File: src/bank_mapper_map.svh
// Offsets, field positions, constants and codes of the program bank mapper
`ifndef BANK_MAPPER_MAP_SVH
`define BANK_MAPPER_MAP_SVH

// ---------------------------------------------------------------
// Address widths and field positions
// ---------------------------------------------------------------
`define LOG_ADDR_W      16
`define PHYS_ADDR_W     25
`define UPPER_W         12
`define PASS_MSB        12
`define LOW_PAGE_W      8
`define HIGH_PAGE_W     4
`define OVL_W           6

// ---------------------------------------------------------------
// Fixed page values and region bounds
// ---------------------------------------------------------------
`define PAGE_FIXED_FE   8'hFE
`define PAGE_ALL_ONES   8'hFF
`define GFX_FIRST       16'h2000
`define GFX_LAST        16'h20FF
`define BANKED_FIRST    16'h4000

// ---------------------------------------------------------------
// Overlay select codes and overlaid bit counts
// ---------------------------------------------------------------
`define OVL_SEL_TWO     3'h0
`define OVL_SEL_THREE   3'h1
`define OVL_SEL_FOUR    3'h2
`define OVL_SEL_FIVE    3'h3
`define OVL_SEL_SIX     3'h4
`define OVL_SEL_SIXB    3'h5
`define OVL_SEL_SIXC    3'h6
`define OVL_SEL_NONE    3'h7

`endif

File: src/bank_mapper_pkg.sv
// Types shared by the program bank mapper files
package bank_mapper_pkg;

    // Logical 8 KB window picked by address bits 15..13
    typedef enum logic [2:0] {
        WIN_0 = 3'b000,
        WIN_1 = 3'b001,
        WIN_2 = 3'b010,
        WIN_3 = 3'b011,
        WIN_4 = 3'b100,
        WIN_5 = 3'b101,
        WIN_6 = 3'b110,
        WIN_7 = 3'b111
    } window_type;

    typedef logic [7:0] low_page_type;
    typedef logic [3:0] high_page_type;

endpackage

File: src/page_overlay_stage.sv
// Second translation stage: overlays upper page bits from low page register 3
`include "bank_mapper_map.svh"

module page_overlay_stage
    import bank_mapper_pkg::*;
(
    input  wire logic       sys_clk,
    input  wire logic       rst_b,
    input  wire logic [2:0] overlaySelect,
    input  wire logic [5:0] pageHigh,
    input  wire logic [5:0] overlaySource,
    output logic      [5:0] pageOut
);

    // ---------------------------------------------------------------
    // Overlay width
    // ---------------------------------------------------------------
    logic [2:0] overlayCount;

    // Number of bits taken from the top of the source, counted from bit 20
    always_comb begin
        if (overlaySelect == `OVL_SEL_TWO) begin
            overlayCount = 3'h2;
        end else if (overlaySelect == `OVL_SEL_THREE) begin
            overlayCount = 3'h3;
        end else if (overlaySelect == `OVL_SEL_FOUR) begin
            overlayCount = 3'h4;
        end else if (overlaySelect == `OVL_SEL_FIVE) begin
            overlayCount = 3'h5;
        end else if (overlaySelect == `OVL_SEL_NONE) begin
            overlayCount = 3'h0;
        end else begin
            overlayCount = 3'h6;
        end
    end

    // ---------------------------------------------------------------
    // Per-bit multiplexer
    // ---------------------------------------------------------------
    // per-bit overlay choice
    genvar i;
    generate
        for (i = 0; i < `OVL_W; i++) begin : g_bit
            assign pageOut[`OVL_W-1-i] = (3'(i) < overlayCount) ?
                overlaySource[`OVL_W-1-i] : pageHigh[`OVL_W-1-i];
        end
    endgenerate
endmodule // page_overlay_stage

File: src/program_bank_address_mapper.sv
// Program bank mapper: 16-bit CPU logical address to 25-bit physical address
`include "bank_mapper_map.svh"

module program_bank_address_mapper
    import bank_mapper_pkg::*;
(
    input  wire logic          sys_clk,
    input  wire logic          rst_b,
    input  wire logic [15:0]   logicalAddr,
    input  wire logic          quadBankEnable,
    input  wire logic          windowSwapSelect,
    input  wire logic          upperBankForce,
    input  wire logic [2:0]    lowBankOverlaySelect,
    input  wire low_page_type  lowPageReg0,
    input  wire low_page_type  lowPageReg1,
    input  wire low_page_type  lowPageReg2,
    input  wire low_page_type  lowPageReg3,
    input  wire low_page_type  lowPageReg4,
    input  wire low_page_type  lowPageReg5,
    input  wire high_page_type highPageReg0,
    input  wire high_page_type highPageReg1,
    input  wire high_page_type highPageReg2,
    input  wire high_page_type highPageReg3,
    input  wire high_page_type highPageReg4,
    input  wire high_page_type highPageReg5,
    output logic [24:0]        physicalAddr,
    output logic [11:0]        physicalUpperBits,
    output logic               bankedHit,
    output logic               graphicsPortHit,
    output logic               internalRegionHit
);

    // ---------------------------------------------------------------
    // Window decode
    // ---------------------------------------------------------------
    window_type    window;
    low_page_type  intermediatePageBits;
    high_page_type highPage;
    logic [5:0]    overlaidPage;

    assign window = window_type'(logicalAddr[15:13]);

    // banked space starts at window 010
    assign bankedHit = (logicalAddr >= `BANKED_FIRST);
    assign internalRegionHit = !bankedHit;

    assign graphicsPortHit = (logicalAddr >= `GFX_FIRST) && (logicalAddr <= `GFX_LAST);

    // ---------------------------------------------------------------
    // First stage: intermediate page bits 20..13
    // ---------------------------------------------------------------
    // low bank page selection
    always_comb begin
        intermediatePageBits = '0;
        case (window)
            WIN_2: intermediatePageBits = lowPageReg4;
            WIN_3: intermediatePageBits = lowPageReg5;
            WIN_4: begin
                case ({quadBankEnable, windowSwapSelect})
                    2'b00:   intermediatePageBits = lowPageReg0;
                    2'b01:   intermediatePageBits = `PAGE_FIXED_FE;
                    2'b10:   intermediatePageBits = lowPageReg0;
                    default: intermediatePageBits = lowPageReg2;
                endcase
            end
            WIN_5: intermediatePageBits = lowPageReg1;
            WIN_6: begin
                case ({quadBankEnable, windowSwapSelect})
                    2'b00:   intermediatePageBits = `PAGE_FIXED_FE;
                    2'b01:   intermediatePageBits = lowPageReg0;
                    2'b10:   intermediatePageBits = lowPageReg2;
                    default: intermediatePageBits = lowPageReg0;
                endcase
            end
            WIN_7: intermediatePageBits = `PAGE_ALL_ONES;
            // Internal RAM and ports see no substitution
            default: intermediatePageBits = '0;
        endcase
    end

    // ---------------------------------------------------------------
    // Second stage: overlay from low page register 3
    // ---------------------------------------------------------------
    page_overlay_stage i_page_overlay_stage (
        .sys_clk       (sys_clk),
        .rst_b         (rst_b),
        .overlaySelect (lowBankOverlaySelect),
        .pageHigh      (intermediatePageBits[7:2]),
        .overlaySource (lowPageReg3[7:2]),
        .pageOut       (overlaidPage)
    );

    // ---------------------------------------------------------------
    // High bank: physical bits 24..21
    // ---------------------------------------------------------------
    // high bank page selection
    always_comb begin
        highPage = '0;
        case (window)
            WIN_2: highPage = highPageReg4;
            WIN_3: highPage = highPageReg5;
            WIN_4: begin
                if (upperBankForce) begin
                    highPage = highPageReg3;
                end else begin
                    case ({quadBankEnable, windowSwapSelect})
                        2'b00:   highPage = highPageReg0;
                        2'b01:   highPage = highPageReg3;
                        2'b10:   highPage = highPageReg0;
                        default: highPage = highPageReg2;
                    endcase
                end
            end
            WIN_5: highPage = upperBankForce ? highPageReg3 : highPageReg1;
            WIN_6: begin
                if (upperBankForce) begin
                    highPage = highPageReg3;
                end else begin
                    case ({quadBankEnable, windowSwapSelect})
                        2'b00:   highPage = highPageReg3;
                        2'b01:   highPage = highPageReg0;
                        2'b10:   highPage = highPageReg2;
                        default: highPage = highPageReg0;
                    endcase
                end
            end
            WIN_7: highPage = highPageReg3;
            default: highPage = '0;
        endcase
    end

    // ---------------------------------------------------------------
    // Output assembly
    // ---------------------------------------------------------------
    // purely combinational so the CPU sees no added wait state
    // below the banked space the upper bits stay zero
    assign physicalUpperBits = bankedHit ?
        {highPage, overlaidPage, intermediatePageBits[1:0]} : '0;

    // upper bits joined to the untouched low bits
    assign physicalAddr = {physicalUpperBits, logicalAddr[`PASS_MSB:0]};
endmodule // program_bank_address_mapper

File: config.mk
export PLATFORM = sky130hd
export DESIGN_NAME = program_bank_address_mapper
export DESIGN_NICKNAME = d
export VERILOG_FILES = /design/src/bank_mapper_pkg.sv /design/src/page_overlay_stage.sv /design/src/program_bank_address_mapper.sv
export VERILOG_INCLUDE_DIRS = /design/src
export SDC_FILE = /design/constraint.sdc
export NUM_CORES = 1
export LEC_CHECK = 0
export ABC_AREA = 1
export ABC_CLOCK_PERIOD_IN_PS = 1100
export BUFFER_PORTS_ARGS = -buffer_cell sky130_fd_sc_hd__buf_2
export CAP_MARGIN = 20
export CORE_UTILIZATION = 36
export DETAILED_ROUTE_END_ITERATION = 7
export GPL_ROUTABILITY_DRIVEN = 0
export PLACE_DENSITY = 0.81
export REMOVE_ABC_BUFFERS = 1
export SYNTH_ARGS = -nofsm -noshare
export SYNTH_HDL_FRONTEND = slang
export SYNTH_HIERARCHICAL = 1
export SYNTH_SLANG_ARGS = --single-unit
File: constraint.sdc
create_clock -name vclk -period 1.1
set_input_delay 0 -clock vclk [all_inputs]
set_output_delay 0 -clock vclk [all_outputs]
set_load 0.02 [all_outputs]
-- After elaboration in Yosys (flattened, before gate mapping)
Cells that the tools add are included.
- bits in registers: 0
- bits in latches: 0
- bits in writable memories: 0
- memory bits (read-only): 0
- bits of input ports: 96
- output and inout bits: 40
- word-level logic and storage cells: 47
- memories: 0
- add/subtract/negate cells: 0
- multipliers: 0
- div/mod/pow operators: 0
- magnitude comparators: 9
- equal/unequal tests: 12
- shift-type cells: 0
- mux-type cells: 21
- bitwise gates (word level): 0
- reduce and logical (&&, ||, !) cells: 5
- operator list (operator ; count):
    $pmux W8 S6 ; 1
    $pmux W8 S2 ; 2
    $pmux W4 S6 ; 1
    $ge A16 B14 Y1 const B ; 1
    $ge A16 B15 Y1 const B ; 1
    $le A16 B14 Y1 const B ; 1
    $pmux W4 S2 ; 2
    $eq A3 B3 Y1 const B ; 5
    $mux W3 ; 5
    $eq A3 B2 Y1 const B ; 4
    $mux W12 ; 1
    $mux W4 ; 3
    $lt A1 B3 Y1 const A ; 2
    $lt A2 B3 Y1 const A ; 2
    $lt A3 B3 Y1 const A ; 2
    $mux W1 ; 6
    $eq A3 B1 Y1 const B ; 1
    $logic_not A3 Y1 ; 1
    $eq A2 B1 Y1 const B ; 1
    $eq A2 B2 Y1 const B ; 1
    $logic_not A2 Y1 ; 1
    $reduce_or A2 Y1 ; 1
    $logic_and A1 B1 Y1 ; 1
    $logic_not A1 Y1 ; 1

-- Longest topological paths before layout
Gate-level depths: netlist (run 1).
- depth after elaboration: 9
- mapped depth: 12
- depth with buffers taken out: 10

-- Cells and area by module
The synthesis (run 1) kept the hierarchy.
- by module, submodules not included (module ; times used ; cells an instance ; area an instance (µm²)):
    program_bank_address_mapper ; 1 ; 284 ; 1347.5
    page_overlay_stage ; 1 ; 29 ; 136.4

-- Worst setup path before layout (run 1)
OpenSTA, ideal clock, no wires.
- path kind: input-to-output
- start point: in logicalAddr[13]
- end point: out physicalUpperBits[6]
- data arrival time: 1479 ps
- required time: 1100 ps
- path slack: -379 ps
- stages: 11
- buffers on the path: 2
- cell sequence: buf_4 > inv_1 > nand3_4 > a21oi_1 > o21ai_0 > nand3_1 > inv_1 > o21ai_1 > inv_1 > nor2_1 > buf_4
- cells in the longest elaborated chain, start to end: 4
- elaborated cells between the ends (all ways): 10
- those cells by class: 1 x order compare; 6 x eq/ne; 3 x mux
- RTL lines (what ; RTL line ; source):
    from (decl) ; program_bank_address_mapper.sv:9 ; input wire logic [15:0] logicalAddr,
    $eq A3 B3 Y1 / $eq A3 B2 Y1 (equally long branches) ; program_bank_address_mapper.sv:55 ; case (window)
    $pmux W8 S6 * ; program_bank_address_mapper.sv:55 ;
    via intermediatePageBits[6] ; program_bank_address_mapper.sv:37 ; low_page_type intermediatePageBits;
    $mux W1 * ; page_overlay_stage.sv:44 ; assign pageOut[`OVL_W-1-i] = (3'(i) < overlayCount) ?
    via overlaidPage[4] ; program_bank_address_mapper.sv:39 ; logic [5:0] overlaidPage;
    $mux W12 * ; program_bank_address_mapper.sv:137 ; assign physicalUpperBits = bankedHit ?
    to (decl) ; program_bank_address_mapper.sv:27 ; output logic [11:0] physicalUpperBits,
The timed path passes the listed nets; every way through them passes the cells marked *.

-- Final worst setup path (run 1)
- start point: in quadBankEnable
- end point: out physicalAddr[20]
- cells in the longest elaborated chain, start to end: 6
- elaborated cells between the ends (all ways): 9
- those cells by class: 2 x eq/ne; 5 x mux; 2 x reduce/logical
- RTL lines (what ; RTL line ; source):
    from (decl) ; program_bank_address_mapper.sv:10 ; input wire logic quadBankEnable,
    $eq A2 B2 Y1 / $logic_not A2 Y1 (equally long branches) ; program_bank_address_mapper.sv:59, program_bank_address_mapper.sv:68 ;
    $reduce_or A2 Y1 (no line) ; - ;
    $pmux W8 S2 ; program_bank_address_mapper.sv:59 ; case ({quadBankEnable, windowSwapSelect})
    $pmux W8 S6 * ; program_bank_address_mapper.sv:55 ;
    via intermediatePageBits[7] ; program_bank_address_mapper.sv:37 ;
    $mux W1 * ; page_overlay_stage.sv:44 ;
    via overlaidPage[5] ; program_bank_address_mapper.sv:39 ;
    $mux W12 * ; program_bank_address_mapper.sv:137 ;
    to (decl) ; program_bank_address_mapper.sv:26 ; output logic [24:0] physicalAddr,
Marked as above.

==> impl_metrics.toml, run 1 <==
[floorplanning]
core_region_area_mm2 = 0.00380
start_util_pct = 39.1
die_h_um = 66.2
core.rowCount = 22
pin_count = 136
die-area_mm2 = 0.00438
dieWidth_um = 66.2

[global_route]
grt_pass1_wl_mm = 8.02
grt_usage_pct = 22.7
grt_max_degree = 14
antenna_found_initial = 0
first_global_vias = 1983
overflow = 0

[worst_setup_path]
crit_family = "buffers and inverters"
critPathArrivalTime_ns = 1.14
critPathSlowestCell = "buf_4"
cp-end-kind = "primary output"
cp-start-kind = "primary input"
cp_num_buf_inv = 6
path_cells = "buf_2 > buf_4 > nand2_2 > inv_4 > nand2_2 > o211ai_1 > nand3_1 > inv_1 > o21ai_1 > inv_1 > nor2_4 > buf_6"
slowest_delay_ns = 0.14
cp_max_fo = 8
worstSetupPathType = "primary input to primary output"
worstPathRequired_ns = 1.10

[layout]
nFlopsAndLatches = 0
clockBufferCount = 0
mostFrequentLayoutCells = "buf_2 (96), nand2_1 (89), inv_1 (44)"
drive_above_1_share_pct = 43.5
seqCellArea_um2 = 0
layout_commonest_cell = "buf_2"
area_delta_synth_final_pct = 60.1
antennaDiodeCount = 0
stdcell_count = 473
fin_nets = 523

[detailed_routing]
drt-vias-per-instance = 4.90
dr.pass1.iters = 4
routed_wl_mm = 5.50
antenna_left = 0
drt-initial-drc-count = 186
drc = 0
wl_per_cell_um = 11.6
vias = 2320

[placed_design]
hpwl_mm = 4.22
dp.cells = 468
post-place-ws_ns = -0.171
portBuffers = 116

[min_path]
min_path_type = "primary input to primary output"

[synthesis]
mappedNetlistArea_mm2 = 0.00148
synthCells = 313
yosysWarningCount = 6
seq_area_frac_synth_pct = 0
ys_types = 21
avgSynthCellArea_um2 = 4.74

[power_and_ir_drop]
seqPwrFrac_pct = 0
p_comb_share_pct = 100.0
power_density_mw_per_mm2 = 449
p_leak_nw = 1.43
p_switching_mw = 0.594
power_switching_share_pct = 55.6
power.internal_mw = 0.474
ir_drop_mv = 0.270
power_frac_clock_pct = 0
p_total_mw = 1.07

[sta]
rsz0062_at_grt = "true"
max_freq_ghz = 0.876
min_period_over_period_pct = 104
slew_headroom_pct = 75.1
tightestPinTransition_ns = 0.374
setup_viol = 10
hold_viol = 0
slew_viol_final = 0
layout_setup_ws_ns = -0.0420
finalCriticalPeriod_ns = 1.14

[flow_run]
max_cap_violations = 0

[status]
status = "finished, violations left"
violations = "setup timing"
-- path summary, 6_finish.rpt --
check  slack, ns               end  depth (start not counted)      startpoint
min       0.0002   physicalAddr[6]                          0  logicalAddr[6]
max        -0.04  physicalAddr[20]                         12  quadBankEnable
-- synth_stat cells --
master,count,share of area (%)
nor3_1,1,0.34
o21ai_0,22,7.4
o21ai_1,3,1.0
nor3_4,1,1.1
or2_2,1,0.42
or2_1,1,0.42
nand2_2,1,0.42
nand2_1,92,23
inv_1,51,13
a21oi_1,7,2.4
nand3_2,2,1.3
inv_2,2,0.51
nor4_1,1,0.42
nor2_1,41,10
o211ai_1,8,4.0
buf_2,4,1.3
nand3_4,2,2.4
clkbuf_1,2,0.51
nand3_1,34,11
buf_4,28,14
nand4_1,9,3.8
-- routing by layer --
metal	vias to the layer above	track usage (%)	wire length [um]
li1	1192	-	-
met1	1007	23.8	2120
met2	116	45.8	2780
met3	5	6.03	555
met4	0	1.33	40
met5	-	0	0
-- area by class of cell --
type | instances | area, um^2
Timing Repair inverter | 1 | 5.00
Multi-Input combinational cell | 226 | 1150
Inverter | 53 | 213
Fill cell | 350 | 1420
Tap cell | 48 | 60.1
Timing Repair Buffer | 145 | 948
-- power groups by stage --
stage                     logic, mW  registers, mW  clock network, mW
after floorplan               0.440              0                  0
after global placement        0.873              0                  0
after detailed placement      0.883              0                  0
after CTS                     0.988              0                  0
after global routing           1.16              0                  0
final                          1.07              0                  0
-- timing repair --
item,in CTS,in global routing
endpoints found under the setup margin,20,23
setup buffers,3,2
cloned,0,1
pin swaps,16,10
hold buffers,0,0
gates resized for setup,64,37
-- cells by family after synthesis --
group           after synthesis  share of synthesized area, %
simple gates                186                          55.7
buf+inv                      87                          29.4
compound gates               40                          14.8
-- stage by stage --
step           setup TNS [ns]  instance area, um^2  util [%]  hold slack (ns)
4_1_cts                     0                 2250      59.3         0.000161
5_1_grt                 -1.12                 2380      62.5         0.000142
3_5_place_dp            -2.26                 2070      54.6         0.000161
6_report               -0.187                 2380      62.5         0.000159
2_1_floorplan           -2.11                 1250         -                0
3_3_place_gp            -1.80                 2070      54.6         0.000161
(Power assumes the default switching activity.)
==> run 2, diff against run 1 <==
PLACE_DENSITY = 0.8   (was 0.81)
==> impl_metrics.toml, run 2 (synthesis gave the netlist of run 1 again) <==
[status]
status = "finished, violations left"
violations = "setup timing"

[detailed_routing]
drt-vias-per-instance = 4.95
vias = 2323
dr.pass1.iters = 4
wl_per_cell_um = 11.8
drt-initial-drc-count = 131
antenna_left = 0
drc = 0
routed_wl_mm = 5.51

[placed_design]
dp.cells = 465
hpwl_mm = 4.38
post-place-ws_ns = -0.186
portBuffers = 116

[global_route]
grt_pass1_wl_mm = 8.13
overflow = 0
grt.met2_usage_pct = 43.6
grt-busiest-layer = "met2"
grt_max_degree = 14
first_global_vias = 1985
grt_use_met1_pct = 25.4
use_met3_pct = 7.24
grt_usage_pct = 23.0
antenna_found_initial = 0

[layout]
layout_commonest_cell = "buf_2"
seqCellArea_um2 = 0
clockBufferCount = 0
drive_above_1_share_pct = 39.9
antennaDiodeCount = 0
fin_nets = 519
nFlopsAndLatches = 0
stdcell_count = 469
postLayoutCoreUtil_pct = 60.1
area_delta_synth_final_pct = 53.9
mostFrequentLayoutCells = "buf_2 (98), nand2_1 (92), inv_1 (46)"

[sta]
tightestPinTransition_ns = 0.359
max_freq_ghz = 0.869
min_period_over_period_pct = 105
setup_viol = 12
slew_headroom_pct = 76.0
rsz0062_at_grt = "true"
finalCriticalPeriod_ns = 1.15
slew_viol_final = 0
hold_viol = 0
layout_setup_ws_ns = -0.0502

[floorplanning]
dieWidth_um = 66.2
die_h_um = 66.2
die-area_mm2 = 0.00438
core.rowCount = 22
core_region_area_mm2 = 0.00380
start_util_pct = 39.1
pin_count = 136

[worst_setup_path]
critPathSlowestCell = "nor3_4"
path_cells = "buf_8 > inv_6 > nor3_4 > o211ai_1 > nand3_1 > nand2_1 > nand2_1 > inv_1 > nor2_2 > buf_4"
crit_top_cell = "nand2_1"
slowest_delay_ns = 0.31
crit_family = "simple AND/OR/NAND/NOR gates"
cp-end-kind = "primary output"
cp_num_buf_inv = 4
worstPathRequired_ns = 1.10
critPathArrivalTime_ns = 1.15
cp_max_fo = 7
cp-start-kind = "primary input"
worstSetupPathType = "primary input to primary output"

[power_and_ir_drop]
power_density_mw_per_mm2 = 448
ir_drop_mv = 0.268
p_total_mw = 1.02
p_leak_nw = 1.41

[flow_run]
max_cap_violations = 0

[min_path]
min_path_type = "primary input to primary output"
==> run 2: power by group <==
part           switching, mW  internal [mW]
Combinational          0.571          0.453
Sequential                 0              0
Clock                      0              0
==> run 2: routing by layer <==
layer / up-vias / part of all wire (%)
li1: 1183 / -
met1: 1011 / 38
met2: 125 / 50
met3: 4 / 11
met4: 0 / 0.63
met5: - / 0
==> run 2: stage by stage <==
stage | cell area, um^2 | setup TNS (ns) | hold slack (ns)
after floorplan | 1250 | -2.11 | 0
after global placement | 2060 | -1.20 | 0.000173
after detailed placement | 2060 | -1.95 | 0.000173
after CTS | 2170 | -0.167 | 0.000173
after global routing | 2280 | -2.69 | 0.000142
final | 2280 | -0.326 | 0.000160
==> run 2: repair_timing <==
action,in CTS,in global routing
setup endpoints to repair,20,24
pin swaps,16,13
cloned,1,1
resized for setup,43,23
buffers inserted,1,2
hold buffers,0,0
==> run 2: worst paths after layout <==
kind / start / end / slack (ns) / cells past startpoint
max: logicalAddr[15] / physicalUpperBits[2] / -0.05 / 10
min: logicalAddr[6] / physicalAddr[6] / 0.0002 / 0
==> run 2: cell type report <==
type               count  area, um^2
repair inverters       1        7.51
well taps             48        60.1
inverters             53         208
repair buffers       141         916
multi-input cells    226        1090
fillers              370        1520
==> run 3, diff against run 2 <==
BUFFER_PORTS_ARGS = unset   (was -buffer_cell sky130_fd_sc_hd__buf_2)
CORE_AREA = 2 2 53 55   (was unset)
CORE_UTILIZATION = unset   (was 36)
DIE_AREA = 0 0 55 57   (was unset)
DONT_BUFFER_PORTS = 1   (was unset)
PLACE_DENSITY = 0.88   (was 0.8)
SETUP_SLACK_MARGIN = 0.3   (was unset)
==> impl_metrics.toml, run 3 (synthesis gave the netlist of run 1 again) <==
[power_and_ir_drop]
ir_drop_mv = 0.471
power_density_mw_per_mm2 = 435
p_leak_nw = 0.944

[floorplanning]
core_region_area_mm2 = 0.00262
dieWidth_um = 55
die-area_mm2 = 0.00314
pin_count = 136
core.rowCount = 19
start_util_pct = 56.7
die_h_um = 57

[sta]
hold_viol = 0
slew_headroom_pct = 78.5
finalCriticalPeriod_ns = 0.999
max_freq_ghz = 1.00
slew_viol_final = 0
fin_tns_setup_ns = 0
layout_setup_ws_ns = 0.101
hold_ws_ns = 0.0000221
setup_viol = 0
tightestPinTransition_ns = 0.321
min_period_over_period_pct = 90.8
rsz0062_at_grt = "true"

[placed_design]
post-place-ws_ns = -0.0420
hpwl_mm = 3.61
portBuffers = 0

[status]
status = "finished, final reports clean"

[global_route]
overflow = 0
grt_max_degree = 26
first_global_vias = 1694
antenna_found_initial = 0
grt_usage_pct = 28.2
grt_pass1_wl_mm = 6.93

[worst_setup_path]
cp_max_fo = 9
worstPathRequired_ns = 1.10
critPathArrivalTime_ns = 1.00
cp-end-kind = "primary output"
worstSetupPathType = "primary input to primary output"
cp-start-kind = "primary input"

[layout]
drive_above_1_share_pct = 20.1
fin_nets = 406
multi_input_area_mm2 = 0.00114
antennaDiodeCount = 0
nFlopsAndLatches = 0
mostFrequentLayoutCells = "nand2_1 (90), inv_1 (47), nor2_1 (34)"
seqCellArea_um2 = 0
area_delta_synth_final_pct = 14.2
n_fill_cell = 267
clockBufferCount = 0
layout_commonest_cell = "nand2_1"

[detailed_routing]
dr.pass1.iters = 4
drt-initial-drc-count = 41
route.met2.wl_mm = 2.30
drc = 0
drt-met1-wl_mm = 1.66
wl_per_cell_um = 13.5
antenna_left = 0
routed_wl_mm = 4.59
route.met3.wl_um = 563
drt-vias-per-instance = 5.64
vias = 1912
top_layer_used = "met4"

[min_path]
min_path_type = "primary input to primary output"

[flow_run]
max_cap_violations = 0
-- run 3: changes by cell type in the layout (fill, tap and decap cells not counted), sizes merged --
cell	before	now
clkinvlp	2	5
clkbuf	1	0
buf	140	27
inv	52	50
-- run 3: worst max-delay path, cell delays in order --
cell and delay (ns):
nor3_4 0.20, buf_6 0.15, o211ai_1 0.08, nand3_1 0.07, inv_1 0.04, o21ai_1 0.12, inv_1 0.05, nor2_1 0.12
buf_6 0.16
-- run 3: metal layers --
layer,GRT usage [%],up-vias
met5,0,-
met4,4.88,0
met1,31.5,840
met2,51.4,112
met3,8.90,6
li1,-,954
-- run 3: cell type report --
| cell class | instances | area share (%) |
|---|---|---|
| tap | 31 | 2.29 |
| multi-input combinational | 226 | 67.3 |
| timing repair inverter | 2 | 0.591 |
| inverter | 53 | 12.9 |
| timing repair buffer | 27 | 17.0 |
-- run 3: path summary, 6_finish.rpt --
check | to | start | cells after the start | slack (ns)
worst max-delay path | physicalUpperBits[6] | logicalAddr[13] | 9 | 0.10
worst min-delay path | physicalAddr[11] | logicalAddr[11] | 0 | 0.00002
-- run 3: power breakdown --
part | internal, mW | leakage (nW) | switching (mW)
clock network | 0 | 0 | 0
logic | 0.305 | 0.944 | 0.432
registers | 0 | 0 | 0
-- run 3: what timing repair did --
action	4_1_cts	5_1_grt
hold endpoints to repair	0	0
setup endpoints to repair	25	26
buffers inserted	2	2
cloned	1	1
pin swaps	12	15
gates resized for setup	22	25
hold buffers	0	0
-- run 3: metrics by stage --
| step | power, mW | cell area (um^2) | std cells | util, % |
|---|---|---|---|---|
| 2_1_floorplan | 0.440 | 1250 | 279 | - |
| 3_3_place_gp | 0.659 | 1520 | 333 | 58.1 |
| 3_5_place_dp | 0.670 | 1520 | 333 | 58.1 |
| 4_1_cts | 0.702 | 1610 | 336 | 61.5 |
| 5_1_grt | 0.820 | 1690 | 339 | 64.8 |
| 6_report | 0.737 | 1690 | 339 | 64.8 |
